File: config.mk
export PLATFORM = sky130hd
export DESIGN_NAME = bus_edge
export DESIGN_NICKNAME = d
export VERILOG_FILES = /design/src/hdl/bus_edge_pkg.sv /design/src/hdl/parity_lane_if.sv /design/src/hdl/odd_parity_lane.sv /design/src/hdl/bus_edge.sv
export SDC_FILE = /design/constraint.sdc
export NUM_CORES = 1
export LEC_CHECK = 0
export BUFFER_PORTS_ARGS = -buffer_cell sky130_fd_sc_hd__buf_2
export CAP_MARGIN = 20
export CELL_PAD_IN_SITES_DETAIL_PLACEMENT = 1
export CELL_PAD_IN_SITES_GLOBAL_PLACEMENT = 1
export CORE_ASPECT_RATIO = 0.9
export CORE_UTILIZATION = 30
export DETAILED_ROUTE_END_ITERATION = 7
export HOLD_SLACK_MARGIN = 0.08
export PLACE_DENSITY_LB_ADDON = 0.3
export SYNTH_ARGS = -nofsm -noshare
export SYNTH_HDL_FRONTEND = slang
export SYNTH_SLANG_ARGS = --single-unit
File: constraint.sdc
create_clock -name sys_clk -period 1.42 [get_ports sys_clk]
set_clock_uncertainty 0.2 [all_clocks]
set_input_delay 0.284 -clock sys_clk [delete_from_list [all_inputs] [get_ports sys_clk]]
set_output_delay 0.284 -clock sys_clk [all_outputs]
set_load 0.005 [all_outputs]
File: src/hdl/bus_edge_pkg.sv
package bus_edge_pkg;
  localparam int unsigned LANE_W        = 8;
  localparam int unsigned UPPER_LANES   = 2;
  localparam int unsigned IRQ_COUNT     = 8;
  localparam int unsigned DMA_CH        = 2;
  localparam int unsigned BURST_BEATS   = 4;
  localparam int unsigned BEAT_CNT_W    = 3;
  // hung-bus watchdog, in bus clocks (25 MHz)
  localparam int unsigned CLK_MHZ       = 25;
  localparam int unsigned HANG_US       = 10;
  localparam int unsigned HANG_CYCLES   = HANG_US * CLK_MHZ;
  localparam int unsigned HANG_CNT_W    = 9;

  typedef enum logic [1:0] {
    XFER_SINGLE,
    XFER_BURST,
    XFER_DMA_SPLIT
  } xfer_kind_t;
endpackage

File: src/hdl/parity_lane_if.sv
`timescale 1ns/1ps
interface parity_lane_if;
  logic [7:0] data;
  logic       parity;
  logic       ok;
  modport gen (input data, output parity, output ok);
  modport use_side (output data, input parity, input ok);
endinterface

File: src/hdl/odd_parity_lane.sv
`timescale 1ns/1ps
module odd_parity_lane (
  parity_lane_if.gen lane,
  input  wire logic  rx_parity
);
  // odd parity: data plus parity hold an odd count of ones
  assign lane.parity = ~^lane.data;
  assign lane.ok     = ^{lane.data, rx_parity};
endmodule

File: src/hdl/bus_edge.sv
`timescale 1ns/1ps
// Notes on behaviour
// - driver of lanes 48..55 gives odd parity over lane and its parity
// - driver of lanes 56..63 gives odd parity over lane and its parity
// - internal dma asserts its acknowledge output per request channel
// - eight external interrupt request inputs reach the interrupt logic
// - single transfer: one transfer_ack, which also ends it
// - burst: four beat_valid beats, transfer_ack on the last ends the burst
// - transfer_error_ack flags bus error; internal masters watch it
// - bus monitor drives transfer_error_ack on a hung transfer
// - external non-maskable input raises internal non-maskable request
// - nmi output held while non-maskable interrupt awaits host service
// - general interrupt output while any unmasked interrupt pends
// - beat_valid on every beat, transfer_ack only on terminating beat
// - transfer_ack always comes with beat_valid in the same beat
// - two 64-bit words to 32-bit port: three beat_valid, then both
module bus_edge
  import bus_edge_pkg::*;
(
  input  wire logic                   sys_clk,
  input  wire logic                   reset,
  input  wire logic [15:0]            data_hi_in,
  input  wire logic                   data_hi_drive,
  input  wire logic [15:0]            data_hi_out_src,
  output logic [15:0]                 data_hi_out,
  output logic                        data_hi_oe,
  input  wire logic                   parity_lane_six_in,
  input  wire logic                   parity_lane_seven_in,
  output logic                        parity_lane_six_out,
  output logic                        parity_lane_six_oe,
  output logic                        parity_lane_seven_out,
  output logic                        parity_lane_seven_oe,
  output logic [1:0]                  parity_err,
  input  wire logic                   xfer_start,
  input  wire bus_edge_pkg::xfer_kind_t xfer_kind,
  input  wire logic                   beat_ready,
  input  wire logic                   dma_xfer,
  input  wire logic                   dma_ch_sel,
  output logic                        dma_ack_ch3,
  output logic                        dma_ack_ch4,
  output logic                        transfer_ack_out,
  output logic                        transfer_ack_oe,
  output logic                        beat_valid_out,
  output logic                        beat_valid_oe,
  input  wire logic                   transfer_ack_in,
  input  wire logic                   beat_valid_in,
  input  wire logic                   transfer_error_ack_in,
  output logic                        transfer_error_ack_out,
  output logic                        transfer_error_ack_oe,
  output logic                        master_abort,
  output logic                        xfer_busy,
  input  wire logic [7:0]             ext_irq_line,
  input  wire logic [7:0]             irq_mask,
  input  wire logic [7:0]             irq_clear,
  input  wire logic                   nmi_in,
  input  wire logic                   nmi_serviced,
  output logic [7:0]                  irq_pending,
  output logic                        core_nmi_req,
  output logic                        nmi_out,
  output logic                        int_out
);
  typedef enum logic [1:0] {IDLE, BEATS, HUNG} state_t;

  state_t                  state_q, state_d, state_n;
  logic                    busy_q;
  logic [BEAT_CNT_W-1:0]   beats_left_q, beats_left_d;
  logic [HANG_CNT_W-1:0]   wait_q;
  logic                    drive_q;
  logic [15:0]             data_q;
  logic [1:0]              par_q;
  logic [1:0]              perr_q;
  logic                    ta_q, dv_q, tea_q, abort_q;
  logic                    dma_ack_ch3_q, dma_ack_ch4_q, is_dma_q;
  logic                    dma_sel_q;
  logic [7:0]              irq_pend_q;
  logic                    nmi_pend_q, nmi_prev_q, core_nmi_q;
  logic                    nmi_out_q, int_out_q;

  parity_lane_if lane6 ();
  parity_lane_if lane7 ();

  assign lane6.data = drive_q ? data_q[7:0]  : data_hi_in[7:0];
  assign lane7.data = drive_q ? data_q[15:8] : data_hi_in[15:8];

  odd_parity_lane u_lane6 (.lane(lane6), .rx_parity(parity_lane_six_in));
  odd_parity_lane u_lane7 (.lane(lane7), .rx_parity(parity_lane_seven_in));

  // beat bookkeeping
  wire       beat_fire  = (state_q == BEATS) && beat_ready;
  wire       last_beat  = beat_fire && (beats_left_q == 3'h1);
  wire       err_seen   = transfer_error_ack_in && (state_q != IDLE);
  wire       hang_hit   = (state_q == BEATS) && !beat_ready &&
                          (wait_q == HANG_CNT_W'(HANG_CYCLES - 1));
  wire [2:0] init_beats = (xfer_kind == XFER_SINGLE) ? 3'h1 :
                          BEAT_CNT_W'(BURST_BEATS);
  wire       unmasked   = |(irq_pend_q & ~irq_mask);
  wire       nmi_rise   = nmi_in && !nmi_prev_q;
  wire       dma_beat   = beat_fire && !err_seen && is_dma_q;

  // a hang parks one cycle in HUNG before going idle
  assign state_n = hang_hit ? HUNG : state_d;

  always_comb begin
    state_d      = state_q;
    beats_left_d = beats_left_q;
    unique case (state_q)
      IDLE: begin
        if (xfer_start) begin
          state_d      = BEATS;
          beats_left_d = init_beats;
        end
      end
      BEATS: begin
        if (err_seen || hang_hit) begin
          state_d = IDLE;
        end else if (last_beat) begin
          state_d = IDLE;
        end else if (beat_fire) begin
          beats_left_d = beats_left_q - 3'h1;
        end
      end
      HUNG: state_d = IDLE;
    endcase
  end

  always_ff @(posedge sys_clk) begin
    if (reset) begin
      state_q      <= IDLE;
      busy_q       <= 1'b0;
      beats_left_q <= 3'h0;
      wait_q       <= '0;
      is_dma_q     <= 1'b0;
      dma_sel_q    <= 1'b0;
    end else begin
      state_q      <= state_n;
      busy_q       <= (state_n != IDLE);
      beats_left_q <= beats_left_d;
      wait_q       <= (beat_fire || state_q != BEATS) ? '0 : wait_q + 1'b1;
      if (xfer_start && state_q == IDLE) begin
        is_dma_q  <= dma_xfer;
        dma_sel_q <= dma_ch_sel;
      end
    end
  end

  // beat strobes: valid on each beat, ack only on the final one
  always_ff @(posedge sys_clk) begin
    if (reset) begin
      dv_q    <= 1'b0;
      ta_q    <= 1'b0;
      tea_q   <= 1'b0;
      abort_q <= 1'b0;
    end else begin
      dv_q    <= beat_fire && !err_seen;
      ta_q    <= last_beat && !err_seen;
      tea_q   <= hang_hit;
      abort_q <= err_seen || hang_hit;
    end
  end

  // dma acknowledges follow the owning channel's beats
  always_ff @(posedge sys_clk) begin
    if (reset) begin
      dma_ack_ch3_q <= 1'b0;
      dma_ack_ch4_q <= 1'b0;
    end else begin
      dma_ack_ch3_q <= dma_beat && !dma_sel_q;
      dma_ack_ch4_q <= dma_beat && dma_sel_q;
    end
  end

  // parity drive and check
  always_ff @(posedge sys_clk) begin
    if (reset) begin
      drive_q <= 1'b0;
      data_q  <= 16'h0000;
      par_q   <= 2'h0;
      perr_q  <= 2'h0;
    end else begin
      drive_q <= data_hi_drive;
      data_q  <= data_hi_out_src;
      par_q   <= {~^data_hi_out_src[15:8],
                  ~^data_hi_out_src[7:0]};
      perr_q  <= (!drive_q && beat_valid_in) ?
                 {~lane7.ok, ~lane6.ok} : 2'h0;
    end
  end

  // interrupt edge: set wins over clear
  always_ff @(posedge sys_clk) begin
    if (reset) begin
      irq_pend_q <= 8'h00;
      nmi_pend_q <= 1'b0;
      nmi_prev_q <= 1'b0;
      core_nmi_q <= 1'b0;
      nmi_out_q  <= 1'b0;
      int_out_q  <= 1'b0;
    end else begin
      irq_pend_q <= (irq_pend_q & ~irq_clear) | ext_irq_line;
      nmi_prev_q <= nmi_in;
      core_nmi_q <= nmi_rise;
      nmi_pend_q <= nmi_rise || (nmi_pend_q && !nmi_serviced);
      nmi_out_q  <= nmi_pend_q;
      int_out_q  <= unmasked;
    end
  end

  assign data_hi_out            = data_q;
  assign data_hi_oe             = drive_q;
  assign parity_lane_six_out    = par_q[0];
  assign parity_lane_six_oe     = drive_q;
  assign parity_lane_seven_out  = par_q[1];
  assign parity_lane_seven_oe   = drive_q;
  assign parity_err             = perr_q;
  assign dma_ack_ch3            = dma_ack_ch3_q;
  assign dma_ack_ch4            = dma_ack_ch4_q;
  assign transfer_ack_out       = ta_q;
  assign transfer_ack_oe        = dv_q;
  assign beat_valid_out         = dv_q;
  assign beat_valid_oe          = dv_q;
  assign transfer_error_ack_out = tea_q;
  assign transfer_error_ack_oe  = tea_q;
  assign master_abort           = abort_q;
  assign xfer_busy              = busy_q;
  assign irq_pending            = irq_pend_q;
  assign core_nmi_req           = core_nmi_q;
  assign nmi_out                = nmi_out_q;
  assign int_out                = int_out_q;
endmodule

Word-level counts from Yosys, hierarchy flattened
Cells that the tools add are included.
- bits of input ports: 72
- output and inout bits: 44
- logic and storage cells: 90
- register bits after elaboration: 57
- add/subtract/negate cells: 2
- equality and inequality tests: 9
- reductions and logical operators: 36
- mux-type cells: 13
- bitwise logic cells: 8
- operators by type and width (kind ; number):
    $reduce_xor 9->1 ; 2
    $and 8x8->8 ; 2
    $mux 8 ; 2
    $not 8->8 ; 2
    $reduce_xnor 8->1 ; 2
    $mux 3 ; 5
    $logic_and 1x1->1 ; 14
    $add 9x1->9 const B ; 1
    $eq 9x8->1 const B ; 1
    $mux 2 ; 4
    $ne 2x2->1 const B ; 4
    $or 8x8->8 ; 1
    $reduce_or 8->1 ; 1
    $logic_not 1->1 ; 6
    $pmux 2 s3 ; 1
    $pmux 3 s2 ; 1
    $reduce_bool 2->1 ; 3
    $reduce_and 5->1 ; 1
    $logic_not 2->1 ; 2
    $reduce_or 2->1 ; 2
    $eq 3x1->1 const B ; 1
    $logic_or 1x1->1 ; 3
    $not 1->1 ; 3
    $sub 3x1->3 const B ; 1
    other kinds (3) ; 3

Logic depth before layout (Yosys ltp)
- depth after elaboration: 8
- mapped depth: 8
- depth with buffers taken out: 7

By module
A second synthesis with hierarchy kept.
- cells, all modules: 269
- area total of the unflattened synthesis: 2585.0 sq um
- modules (own cells, without submodules) (module ; area each (sq um) ; cells an instance ; times used ; seq. area each (sq um)):
    bus_edge ; 2414.8 ; 253 ; 1 ; 1141.1
    odd_parity_lane ; 85.1 ; 8 ; 2 ; 0.0

Worst setup path before layout
Ideal clock, no wire load.
- path type: register -> register
- from: register state_q[0]
- to: register beats_left_q[1]
- path slack: -0.137 ns
- data required time: 1.102 ns
- period minus slack after synthesis: 1.557 ns
- cell stages (with the launch flop): 8
- path buffers: 0
- data arrival time: 1.239 ns
- setup time: 0.118 ns
- path through: dfxtp_1 -> inv_1 -> ha_1 -> nor2_1 -> a21boi_1 -> a21oi_4 -> mux2i_1 -> nor2_1
- cells in the longest elaborated chain, start to end: 6
- elaborated cells on any way between the ends: 16
- classes of those cells: 5 x eq/ne; 1 x mux; 10 x reduce/logical
- RTL lines (what ; line ; text):
    start, declared ; bus_edge.sv:64 ; state_t state_q, state_d, state_n;
    start signal, assigned ; bus_edge.sv:135 ; state_q <= state_n;
    $eq 2x1->1 ; bus_edge.sv:89, bus_edge.sv:92, bus_edge.sv:106 ;
    $logic_and 1x1->1 (2 in series) ; bus_edge.sv:92 ; wire hang_hit = (state_q == BEATS) && !beat_ready &&
    $logic_or 1x1->1 ; bus_edge.sv:114 ; if (err_seen || hang_hit) begin
    $ne 2x2->1 (no source line) ; - ;
    $reduce_and 5->1 (no source line) ; - ;
    end signal, assigned ; bus_edge.sv:137 ; beats_left_q <= beats_left_d;
    end, declared ; bus_edge.sv:66 ; logic [BEAT_CNT_W-1:0] beats_left_q, beats_left_d;
Several ways; a longest one is shown, not always the timed one.
A chain may end at the register's enable or synchronous reset.

Worst setup path after layout
Same ends and word-level chain as after synthesis.

==> impl_metrics.ini <==
[timing]
holdWs_ns = 0.114
worst_slack_ns = -0.152
hold_viol_final = 0
finalCriticalPeriod_ns = 1.57
slew_headroom_pct = 80.7
rsz0062_at_grt = true
slew_viol_final = 0
timing.fmax_mhz = 636
setup_violations = 19
fin_crit_sh_pct = 111
worst_slew_pin_slew_ns = 0.290

[clocking]
numCtsBuffers = 9
cts_num_sinks = 57
cts-root-buf = clkbuf_8
clk_latency_ns = 0.35
h-tree-depth = 3
clockBufferDepth = 2
clk_pin_slew_ns = 0.07
cts_tree = done

[yosys]
ys_warn_count = 0
ys_ff_latch = 57
synth_cell_type_count = 36
async_flop_share_pct = 0
synthTopCellsByArea = dfxtp_1, xnor2_1, nor2b_1
synthCells = 262
netlist.area_leader.share_pct = 46.2
synth_edf_count = 0
yosysMostFrequentCell = dfxtp_1
avgSynthCellArea_um2 = 9.43
syn_nets = 340
ys_seq_area_share_pct = 46.2
yosys-top-cells-count = dfxtp_1, nor2_1, xnor2_1
netlist_area_um2 = 2470
yosys_most_used_dff = dfxtp_1
yosys.area.top_type = dfxtp_1

[power_and_ir_drop]
sw_frac_of_total_pct = 24.4
power.density_nw_per_um2 = 1190
power_frac_comb_pct = 22.0
p_int_w = 0.00378
p_switching_w = 0.00122
seqPwrFrac_pct = 35.5
leakagePower_nw = 2.01
pwr-share-clk_pct = 42.5
ir_drop_mv = 0.693

[finish]
final_core_util_pct = 52.3
finalNetCount = 530
final_area_um2 = 4200
fillers = 963
drive_gt1_share_pct = 43.8
area_growth_pct = 69.8
multiInputGateArea_um2 = 1270
final_cells = 556
num_antenna_cells = 0
seqCellArea_um2 = 1150

[worst_setup_path]
path_class = register to register
r2r-end = beats_left_q[1]
crit_path_start_kind = register
path_cells = inv_4 > ha_4 > nand2_2 > a21boi_4 > a21oi_4 > mux2i_1 > nor2_1
arrival_ns = 1.61
reg2reg_slack_ns = -0.15
regToRegStartpoint = state_q[0]
critPathSlowestCell = dfxtp_4
rr_worst_depth = 7
crit_path_max_fanout = 5
slowest_delay_ns = 0.37
required_ns = 1.46
end_kind = register

[floorplan]
die_h_um = 88.1
num_rows = 31
core-area_um2 = 8030
start_util_pct = 30.8
ios = 116
die-area_um2 = 8600
fp.dieW_um = 97.7

[detailed_routing]
final_antenna_net_count = 0
drtIter0Drc = 47
wire_per_inst_um = 14.0
drtPass1Iterations = 6
vias = 2478
drc_errors = 26
routed_wirelength_mm = 7.80
via_per_inst = 4.46

[grt]
grt_pass1_vias = 2557
grt_first_pass_wirelength_mm = 12.1
overflow = 0
antenna_found_initial = 0
grt_max_degree = 29
gr-usage-all-layers_pct = 18.5

[placed_design]
place_congestion = 0.793
dpl.hpwl_mm = 4.92
placed_area_um2 = 3330
dp_cells = 491
io_buffers = 114

[flow_run]
max-cap-violations = 0

[min_path]
min_path_cells = 4
whs_endpoint = int_out
hp-class = input port to register
hold_start = irq_mask[1]

[status]
status = finished, violations left
violations = design-rule violations, negative setup slack
==> power groups by stage <==
stage                     sequential (W)  clock [W]  combinational, W
after global placement           0.00180          0          0.000833
after floorplan                  0.00181          0          0.000480
after CTS                        0.00178    0.00216           0.00102
after global routing             0.00179    0.00225           0.00120
after detailed placement         0.00180          0          0.000856
final                            0.00178    0.00213           0.00110
==> sequential cells by signal, indices dropped and copies added (netlist names), 2 cells and up <==
| name | flops |
|---|---|
| data_hi_out | 16 |
| wait_q | 9 |
| irq_pending | 8 |
| beats_left_q | 3 |
| par_q | 2 |
| parity_err | 2 |
| state_q | 2 |
==> critical path: cells and delay by family, from the launching register on <==
kind | cells | cell delay (ns)
simple gates | 2 | 0.11
fa+ha+maj | 1 | 0.16
buf+inv | 1 | 0.06
mux | 1 | 0.21
compound gates | 2 | 0.34
flops | 1 | 0.37
==> area by class of cell <==
cell class              count  share of cell area (%)
well taps                  99                    2.95
multi-input cells         169                    30.3
repair buffers            191                    30.5
clock buffers              11                    3.61
clock inverters             5                    2.98
flip-flops and latches     57                    27.4
inverters                  24                    2.27
==> kinds of logic after synthesis <==
kind of cell / Yosys count / synth area share, %
compound gates: 34 / 9.37
xor+xnor: 41 / 14.5
fa+ha+maj: 6 / 3.04
buf+inv: 36 / 6.68
flops: 57 / 46.2
mux: 7 / 2.84
simple gates: 81 / 17.4
==> how the worst max path moves through the flow <==
stage               cells after the start              end       start  slack, ns
floorplan                               8        xfer_busy  state_q[1]       -0.1
global placement                        7  beats_left_q[1]  state_q[0]      -0.15
detailed placement                      7  beats_left_q[1]  state_q[0]      -0.19
CTS                                     7  beats_left_q[1]  state_q[0]      -0.12
global route                            7  beats_left_q[1]  state_q[0]      -0.22
finish                                  7  beats_left_q[1]  state_q[0]      -0.15
==> per-stage QoR <==
step | worst slack, ns | TNS (ns) | power [W]
floorplan | -0.0992 | -0.496 | 0.00229
global placement | -0.150 | -0.545 | 0.00263
detailed placement | -0.186 | -0.874 | 0.00266
CTS | -0.120 | -0.854 | 0.00496
global route | -0.224 | -2.83 | 0.00524
finish | -0.152 | -1.71 | 0.00501
==> layout by cell type, fill, tap and decap left out, types with 6 or more instances in the layout <==
| cell | instances |
|---|---|
| a21oi_1 | 14 |
| buf_2 | 114 |
| buf_4 | 32 |
| clkbuf_8 | 11 |
| dfxtp_1 | 53 |
| dlygate4sd3_1 | 39 |
| inv_1 | 21 |
| mux2i_1 | 6 |
| nor2_1 | 25 |
| nor2b_1 | 23 |
| xnor2_1 | 27 |
| xor2_1 | 14 |
==> layer usage <==
metal / GRT usage (%) / up-vias / wire, µm
li1: - / 1219 / -
met2: 34.8 / 83 / 4130
met5: 0 / - / 0
met3: 6.30 / 17 / 472
met4: 8.26 / 0 / 148
met1: 18.8 / 1159 / 3050
==> repair_timing <==
action / 4_1_cts / 5_1_grt
pin swaps: 6 / 8
hold buffers: 39 / 0
hold endpoints to repair: 31 / 0
gates resized for setup: 17 / 22
setup buffers: 7 / 4
endpoints found under the setup margin: 22 / 25
No activity file was read; power rests on OpenSTA's default activity.
